[src/rtl/ebcs_params.svh]
// Constants for the exception bus cycle sequencer
// What this block does
// - Reset entry reads vector, vector+2, one internal state, two handler reads.
// - Interrupt entry prefetch read, internal state, writes low, high, extended word.
// - After stacking read vector, vector+2, internal state, two handler reads.
// - Interrupt first read targets pushed program counter plus two.
// - Wake from sleep or standby replaces prefetch read with internal state.
// - Block transfer source from register five, destination from register six.
// - Both block transfer addresses increment by one per byte.
// - Byte count from count register; zero count gives no transfer cycles.
// - Multi-register stacking repeats access pair two, three or four times.
`ifndef EBCS_PARAMS_SVH
`define EBCS_PARAMS_SVH
`define EBCS_VEC_STEP     24'h00_0002
`define EBCS_PF_STEP      24'h00_0002
`define EBCS_XFER_STEP    24'h00_0001
`define EBCS_STACK_STEP   24'h00_0002
`define EBCS_MIN_REGS     3'h2
`define EBCS_MAX_REGS     3'h4
`endif

[src/rtl/ebcs_pkg.sv]
// Types for the exception bus cycle sequencer
package ebcs_pkg;
    typedef enum logic [2:0] {
        EBCS_REQ_RESET,
        EBCS_REQ_IRQ,
        EBCS_REQ_TRAP,
        EBCS_REQ_BLOCK,
        EBCS_REQ_MULTI
    } ebcs_req_t;
    typedef enum logic [1:0] {
        EBCS_CYC_NONE,
        EBCS_CYC_READ,
        EBCS_CYC_WRITE,
        EBCS_CYC_INTERNAL
    } ebcs_cyc_t;
endpackage

[src/rtl/ebcs_sequencer.sv]
// Bus cycle sequencer for exception entry and special instructions
`timescale 1ns/1ps
`include "ebcs_params.svh"
module ebcs_sequencer (
    input  wire logic              clock,
    input  wire logic              rst,
    input  wire logic              start,
    input  wire logic [2:0]        req_kind,
    input  wire logic              wake_recovery,
    input  wire logic [23:0]       vector_address,
    input  wire logic [23:0]       pc_value,
    input  wire logic [23:0]       stack_ptr,
    input  wire logic [15:0]       extended_control_reg,
    input  wire logic [23:0]       source_addr_reg,
    input  wire logic [23:0]       dest_addr_reg,
    input  wire logic [15:0]       transfer_count_word,
    input  wire logic              count_is_word,
    input  wire logic [2:0]        reg_count,
    input  wire logic              bus_ack,
    input  wire logic [15:0]       bus_rdata,
    output logic                   busy_ff,
    output logic                   done_ff,
    output logic [1:0]             cyc_ff,
    output logic                   byte_ff,
    output logic                   hold_ff,
    output logic [23:0]            addr_ff,
    output logic [15:0]            wdata_ff,
    output logic [23:0]            src_out_ff,
    output logic [23:0]            dst_out_ff,
    output logic [23:0]            handler_ff
);
    // ************************************************************
    // Sequencer states
    // ************************************************************
    typedef enum logic [3:0] {
        S_IDLE, S_PREF, S_INT1, S_STL, S_STH, S_STX, S_VEC, S_VEC2,
        S_INT2, S_HR1, S_HR2, S_BRD, S_BWR, S_MH, S_ML, S_END
    } ebcs_state_t;

    ebcs_state_t                    st_ff;
    logic [15:0]                    cnt_ff;
    logic [2:0]                     regs_ff;
    logic [23:0]                    sp_ff;
    logic [23:0]                    pc_ff;
    logic [15:0]                    hi_ff;

    function automatic logic [23:0] add24(input logic [23:0] a, input logic [23:0] b);
        add24 = a + b;
    endfunction

    // Issue a cycle: outputs change only when the previous one completed
    wire logic issued = (cyc_ff == ebcs_pkg::EBCS_CYC_INTERNAL)
                      || ((cyc_ff != ebcs_pkg::EBCS_CYC_NONE) && bus_ack);

    task automatic go(input ebcs_state_t s, input ebcs_pkg::ebcs_cyc_t c,
                      input logic [23:0] a, input logic [15:0] d, input logic h);
        st_ff    <= s;
        cyc_ff   <= c;
        addr_ff  <= a;
        wdata_ff <= d;
        hold_ff  <= h;
    endtask

    // ************************************************************
    // Main sequence
    // ************************************************************
    always_ff @(posedge clock) begin
        if (rst) begin
            st_ff      <= S_IDLE;
            cyc_ff     <= ebcs_pkg::EBCS_CYC_NONE;
            addr_ff    <= 24'h00_0000;
            wdata_ff   <= 16'h0000;
            hold_ff    <= 1'b0;
            byte_ff    <= 1'b0;
            busy_ff    <= 1'b0;
            done_ff    <= 1'b0;
            cnt_ff     <= 16'h0000;
            regs_ff    <= 3'h0;
            sp_ff      <= 24'h00_0000;
            pc_ff      <= 24'h00_0000;
            hi_ff      <= 16'h0000;
            src_out_ff <= 24'h00_0000;
            dst_out_ff <= 24'h00_0000;
            handler_ff <= 24'h00_0000;
        end else begin
            done_ff <= 1'b0;
            unique case (st_ff)
                S_IDLE: begin
                    if (start) begin
                        busy_ff <= 1'b1;
                        sp_ff   <= stack_ptr;
                        pc_ff   <= pc_value;
                        byte_ff <= 1'b0;
                        unique case (ebcs_pkg::ebcs_req_t'(req_kind))
                            ebcs_pkg::EBCS_REQ_RESET:
                                go(S_VEC, ebcs_pkg::EBCS_CYC_READ, vector_address, 16'h0000,
                                   1'b1);
                            ebcs_pkg::EBCS_REQ_IRQ:
                                if (wake_recovery)
                                    go(S_PREF, ebcs_pkg::EBCS_CYC_INTERNAL, 24'h00_0000,
                                       16'h0000, 1'b0);
                                else
                                    go(S_PREF, ebcs_pkg::EBCS_CYC_READ,
                                       add24(pc_value, `EBCS_PF_STEP), 16'h0000,
                                       1'b0);
                            ebcs_pkg::EBCS_REQ_TRAP:
                                go(S_PREF, ebcs_pkg::EBCS_CYC_READ, pc_value, 16'h0000,
                                   1'b0);
                            ebcs_pkg::EBCS_REQ_BLOCK: begin
                                src_out_ff <= source_addr_reg;
                                dst_out_ff <= dest_addr_reg;
                                cnt_ff <= count_is_word ? transfer_count_word
                                                        : {8'h00, transfer_count_word[7:0]};
                                byte_ff <= 1'b1;
                                if ((count_is_word ? transfer_count_word
                                     : {8'h00, transfer_count_word[7:0]}) == 16'h0000)
                                    go(S_END, ebcs_pkg::EBCS_CYC_INTERNAL, 24'h00_0000,
                                       16'h0000, 1'b0);
                                else
                                    go(S_BRD, ebcs_pkg::EBCS_CYC_READ, source_addr_reg,
                                       16'h0000, 1'b0);
                            end
                            default: begin
                                regs_ff <= (reg_count < `EBCS_MIN_REGS) ? `EBCS_MIN_REGS :
                                           (reg_count > `EBCS_MAX_REGS) ? `EBCS_MAX_REGS
                                                                        : reg_count;
                                go(S_MH, ebcs_pkg::EBCS_CYC_WRITE,
                                   add24(stack_ptr, -`EBCS_STACK_STEP), 16'h0000, 1'b1);
                            end
                        endcase
                    end
                end
                S_END: begin
                    if (issued) begin
                        go(S_IDLE, ebcs_pkg::EBCS_CYC_NONE, addr_ff, 16'h0000, 1'b0);
                        busy_ff <= 1'b0;
                        done_ff <= 1'b1;
                        byte_ff <= 1'b0;
                    end
                end
                default: begin
                    if (issued) begin
                        unique case (st_ff)
                            S_PREF: go(S_INT1, ebcs_pkg::EBCS_CYC_INTERNAL, addr_ff,
                                       16'h0000, 1'b0);
                            S_INT1: begin
                                sp_ff <= add24(sp_ff, -`EBCS_STACK_STEP);
                                go(S_STL, ebcs_pkg::EBCS_CYC_WRITE,
                                   add24(sp_ff, -`EBCS_STACK_STEP), pc_ff[15:0], 1'b0);
                            end
                            S_STL: begin
                                sp_ff <= add24(sp_ff, -`EBCS_STACK_STEP);
                                go(S_STH, ebcs_pkg::EBCS_CYC_WRITE,
                                   add24(sp_ff, -`EBCS_STACK_STEP), {8'h00, pc_ff[23:16]},
                                   1'b0);
                            end
                            S_STH: begin
                                sp_ff <= add24(sp_ff, -`EBCS_STACK_STEP);
                                go(S_STX, ebcs_pkg::EBCS_CYC_WRITE,
                                   add24(sp_ff, -`EBCS_STACK_STEP), extended_control_reg,
                                   1'b0);
                            end
                            S_STX: go(S_VEC, ebcs_pkg::EBCS_CYC_READ, vector_address,
                                      16'h0000, 1'b1);
                            S_VEC: begin
                                hi_ff <= bus_rdata;
                                go(S_VEC2, ebcs_pkg::EBCS_CYC_READ,
                                   add24(vector_address, `EBCS_VEC_STEP), 16'h0000, 1'b0);
                            end
                            S_VEC2: begin
                                handler_ff <= {hi_ff[7:0], bus_rdata};
                                go(S_INT2, ebcs_pkg::EBCS_CYC_INTERNAL, addr_ff,
                                   16'h0000, 1'b0);
                            end
                            S_INT2: go(S_HR1, ebcs_pkg::EBCS_CYC_READ, handler_ff,
                                       16'h0000, 1'b0);
                            S_HR1: go(S_HR2, ebcs_pkg::EBCS_CYC_READ,
                                      add24(handler_ff, `EBCS_PF_STEP), 16'h0000, 1'b0);
                            S_HR2: go(S_END, ebcs_pkg::EBCS_CYC_INTERNAL, addr_ff,
                                      16'h0000, 1'b0);
                            S_BRD: begin
                                go(S_BWR, ebcs_pkg::EBCS_CYC_WRITE, dst_out_ff,
                                   {8'h00, bus_rdata[7:0]}, 1'b0);
                            end
                            S_BWR: begin
                                src_out_ff <= add24(src_out_ff, `EBCS_XFER_STEP);
                                dst_out_ff <= add24(dst_out_ff, `EBCS_XFER_STEP);
                                cnt_ff <= cnt_ff - 16'h0001;
                                if (cnt_ff == 16'h0001)
                                    go(S_END, ebcs_pkg::EBCS_CYC_INTERNAL, addr_ff,
                                       16'h0000, 1'b0);
                                else
                                    go(S_BRD, ebcs_pkg::EBCS_CYC_READ,
                                       add24(src_out_ff, `EBCS_XFER_STEP), 16'h0000, 1'b0);
                            end
                            S_MH: go(S_ML, ebcs_pkg::EBCS_CYC_WRITE,
                                     add24(addr_ff, -`EBCS_STACK_STEP), 16'h0000, 1'b0);
                            S_ML: begin
                                regs_ff <= regs_ff - 3'h1;
                                if (regs_ff == 3'h1)
                                    go(S_END, ebcs_pkg::EBCS_CYC_INTERNAL, addr_ff,
                                       16'h0000, 1'b0);
                                else
                                    go(S_MH, ebcs_pkg::EBCS_CYC_WRITE,
                                       add24(addr_ff, -`EBCS_STACK_STEP), 16'h0000, 1'b1);
                            end
                            default: go(S_END, ebcs_pkg::EBCS_CYC_INTERNAL, addr_ff,
                                        16'h0000, 1'b0);
                        endcase
                    end
                end
            endcase
        end
    end

    // ************************************************************
    // Checks
    // ************************************************************
    a_wake_no_read: assert property (@(posedge clock) disable iff (rst)
        (st_ff == S_IDLE && start && req_kind == 3'h1 && wake_recovery)
        |=> cyc_ff == ebcs_pkg::EBCS_CYC_INTERNAL) else $error("wake prefetch read");
    a_prefetch_addr: assert property (@(posedge clock) disable iff (rst)
        (st_ff == S_IDLE && start && req_kind == 3'h1 && !wake_recovery)
        |=> addr_ff == pc_value + 24'h00_0002 || addr_ff == $past(pc_value) + 24'h00_0002)
        else $error("bad prefetch addr");
    a_vec_hold: assert property (@(posedge clock) disable iff (rst)
        st_ff == S_VEC |-> hold_ff) else $error("vector not held");
    a_vec2_addr: assert property (@(posedge clock) disable iff (rst)
        st_ff == S_VEC2 |-> addr_ff == vector_address + 24'h00_0002) else $error("vec2 addr");
    a_zero_skip: assert property (@(posedge clock) disable iff (rst)
        (st_ff == S_IDLE && start && req_kind == 3'h3
         && (count_is_word ? transfer_count_word : {8'h00, transfer_count_word[7:0]}) == 16'h0000)
        |=> st_ff == S_END) else $error("zero count moved");
    a_step_src: assert property (@(posedge clock) disable iff (rst)
        (st_ff == S_BWR && issued) |=> src_out_ff == $past(src_out_ff) + 24'h00_0001)
        else $error("source step");
    a_stack_order: assert property (@(posedge clock) disable iff (rst)
        (st_ff == S_STL && issued) |=> st_ff == S_STH) else $error("stack order");
    a_int_after_vec: assert property (@(posedge clock) disable iff (rst)
        (st_ff == S_VEC2 && issued) |=> cyc_ff == ebcs_pkg::EBCS_CYC_INTERNAL)
        else $error("no internal state");
endmodule

[config.mk]
export PLATFORM = sky130hd
export DESIGN_NAME = ebcs_sequencer
export DESIGN_NICKNAME = d
export VERILOG_FILES = /design/src/rtl/ebcs_pkg.sv /design/src/rtl/ebcs_sequencer.sv
export VERILOG_INCLUDE_DIRS = /design/src /design/src/rtl
export SDC_FILE = /design/constraint.sdc
export NUM_CORES = 1
export LEC_CHECK = 0
export BUFFER_PORTS_ARGS = -buffer_cell sky130_fd_sc_hd__buf_2
export CAP_MARGIN = 0
export CORE_MARGIN = 3
export CORE_UTILIZATION = 55
export DETAILED_ROUTE_END_ITERATION = 8
export PLACE_DENSITY = 0.76
export SYNTH_ARGS = -nofsm -noshare
export SYNTH_HDL_FRONTEND = slang
export SYNTH_SLANG_ARGS = --single-unit
[constraint.sdc]
create_clock -name clock -period 5.5 [get_ports clock]
set_clock_uncertainty 0.15 [all_clocks]
set_input_delay 1.1 -clock clock [delete_from_list [all_inputs] [get_ports clock]]
set_output_delay 1.1 -clock clock [all_outputs]
set_load 0.05 [all_outputs]
==> results.json <==
{
  "status": "finished, final reports clean",
  "maxSlewHeadroom": 0.0937,
  "drt-total-wl_mm": 63.8,
  "syn_inst": 2087,
  "min-delay-path-class": "reg2reg",
  "fmax_mhz": 259,
  "postCtsSetupRepairBufs": 0,
  "critPathCaptureType": "flop",
  "ff2ff_setup_slack_ns": 1.63,
  "yosys-top-cells-count": "nand2_1, nor2_1, a21oi_1, dfxtp_1, clkbuf_1",
  "crit_required_ns": 5.72,
  "synth_ff_type": "dfxtp_1",
  "ys_ff_latch": 197,
  "cts_made_buffers": 17,
  "grt_pass1_wl_mm": 94.8,
  "critical_path_arrival_ns": 4.08,
  "critPathSlowestCell": "and4bb_1",
  "holdBufCountCts": 0,
  "drt_iter0_markers": 2833,
  "min_path_cells": 2,
  "hold_viol": 0,
  "hold_end": "hi_ff[7]",
  "final.period_utilization": 0.703,
  "die_area_um2": 29000,
  "grtUsageTotal": 0.419,
  "hold_ws_ns": 0.309,
  "yosys.area.top_type_share": 0.266,
  "tns_ns": 0,
  "routedWlPerCell_um": 24.5,
  "reg2reg_depth": 9,
  "ir_drop_uv": 533,
  "cts_buffer_depth": 2,
  "power_density_nw_per_um2": 517,
  "clk_pin_slew_ns": 0.09,
  "async_flop_share": 0,
  "synth_area_um2": 14800,
  "yosysUniqueCellTypes": 90,
  "grt_max_degree": 193,
  "clk_latency_ns": 0.45,
  "die_h_um": 170,
  "ctsRootBufferMaster": "clkbuf_16",
  "worstPathCellList": "buf_4 -> and4bb_1 -> nand2_1 -> nor3_4 -> nor3_2 -> buf_4 -> a21oi_2 -> a311oi_1 -> nor3_1",
  "p_leak_nw": 6.21,
  "viasPerCell": 6.90,
  "synth_top_area_cell": "dfxtp_1",
  "setup_viol": 0,
  "dieWidth_um": 170,
  "rr_endpoint": "st_ff[1]",
  "cts.repair.resized": 0,
  "hold_start": "hi_ff[7]",
  "place_hpwl_mm": 46.9,
  "tightest_slew_ns": 1.35,
  "seqPwrFrac": 0.241,
  "crit_family": "simple AND/OR/NAND/NOR gates",
  "syn_area_per_cell_um2": 7.10,
  "crit_top_cell": "buf_4",
  "syn_nets": 2278,
  "path_buf_inv": 2,
  "yosysWarnings": 0,
  "synthTopCellsByArea": "dfxtp_1, a21oi_1, nand2_1",
  "htree_levels": 4,
  "antenna_left": 0,
  "ioPinCount": 298,
  "initial_core_util": 0.564,
  "yosysMostFrequentCell": "nand2_1",
  "maxSlewViolCount": 0,
  "grt_pass1_vias": 15719,
  "route.vias.total": 17990,
  "rows": 59,
  "crit_fanout": 30,
  "path_class": "reg2reg",
  "clock_sinks": 197,
  "combPwrFrac": 0.605,
  "antenna_found_initial": 0,
  "cts_tree": "built",
  "grt_setup_unrepaired": "no",
  "synth_edf_count": 0,
  "drv_cap": 0,
  "drc": 0,
  "finalCriticalPeriod_ns": 3.87,
  "design.core.area_um2": 26300,
  "routabilityCongestion": 1.03,
  "portBuffers": 297,
  "intPower_w": 0.00404,
  "syn_to_final_growth_pct": 14.1,
  "fin_nets": 2450,
  "cp-start-kind": "flop",
  "clock_power_share": 0.154,
  "synth-seq-area-share": 0.266,
  "drive_gt1_frac": 0.190,
  "fillers": 2442,
  "first_pass_iters": 7,
  "gr-total-overflow": 0,
  "switching_share": 0.537,
  "r2r-start": "st_ff[3]",
  "max_stage_delay_ns": 0.87,
  "p_switching_w": 0.00470
}
worst max-delay path by stage:
stage                         from          end  cells past startpoint
after detailed placement   bus_ack     sp_ff[8]                      9
after floorplan           st_ff[0]  addr_ff[23]                     17
after global routing      st_ff[1]  addr_ff[21]                     12
final                     st_ff[3]     st_ff[1]                      9
after CTS                 st_ff[3]     st_ff[1]                      9
after global placement     bus_ack    sp_ff[18]                     10
through the flow:
| step | utilization | std cells | worst slack, ns | area (um^2) | power [W] |
|---|---|---|---|---|---|
| after global placement | 0.621 | 2575 | 1.51 | 16300 | 0.00715 |
| after CTS | 0.643 | 2607 | 1.77 | 16900 | 0.00857 |
| after global routing | 0.643 | 2607 | 1.49 | 16900 | 0.00924 |
| after floorplan | - | 2087 | 1.62 | 14800 | 0.00592 |
| after detailed placement | 0.621 | 2575 | 1.44 | 16300 | 0.00722 |
| final | 0.644 | 2608 | 1.63 | 16900 | 0.00874 |
registers in the layout, indices dropped and copies added (netlist names), 4 cells and up:
signal      count
addr_ff        24
sp_ff          24
handler_ff     24
st_ff           4
cnt_ff         16
dst_out_ff     24
wdata_ff       16
hi_ff           8
src_out_ff     24
pc_ff          24
area by class of cell:
type                    instances  area (um^2)  area share
repair buffers                326         1750       0.103
inverters                      23         86.3     0.00510
flip-flops and latches        197         3940       0.233
diodes                          1         2.50    0.000148
well taps                     335          419      0.0248
clock inverters                14          175      0.0104
clock buffers                  18          429      0.0254
multi-input cells            1694        10100       0.598
layer usage:
layer / part of all wire / routed length (um) / vias up / global-route usage
met3: 0.13 / 8420 / 203 / 0.0915
li1: - / - / 8051 / -
met1: 0.39 / 24800 / 8383 / 0.579
met5: 0 / 0 / - / 0
met2: 0.42 / 26900 / 1353 / 0.612
met4: 0.058 / 3700 / 0 / 0.217
layout by cell type (no fill, tap or decap), types with 19 or more instances in the layout:
master	netlist	routed
a211oi_1	38	38
a21oi_1	209	209
a21oi_2	20	20
a221oi_1	27	27
a22oi_1	60	60
buf_2	26	296
buf_4	3	26
dfxtp_1	197	197
inv_1	23	23
mux2i_1	24	24
nand2_1	246	246
nand2_2	19	19
nand3_1	88	88
nand4_1	32	32
nor2_1	244	243
nor3_1	70	67
nor4_1	39	39
o21ai_0	127	127
o22ai_1	19	19
xnor2_1	63	63
xor2_1	57	57
power groups by stage:
stage	Combinational, W	Clock, W	Sequential (W)
floorplan	0.00361	0	0.00231
global placement	0.00504	0	0.00211
detailed placement	0.00510	0	0.00212
CTS	0.00512	0.00136	0.00209
global route	0.00568	0.00141	0.00214
finish	0.00529	0.00135	0.00211
logic make-up after synthesis:
family,count (synthesis),share of synthesized area
muxes,25,0.0170
buffers and inverters,196,0.0558
DFF,197,0.266
and+or+nand+nor,866,0.284
xor gates and xnor gates,120,0.0709
adders and majority gates,12,0.00996
AOI/OAI and AO/OA,671,0.296
tightest hold or removal path, cell delays in order, from the launching register on:
cell	delay [ns]
dfxtp_1	0.31
nand2_1	0.05
a21oi_1	0.05
Power figures use the tool's default switching activity.
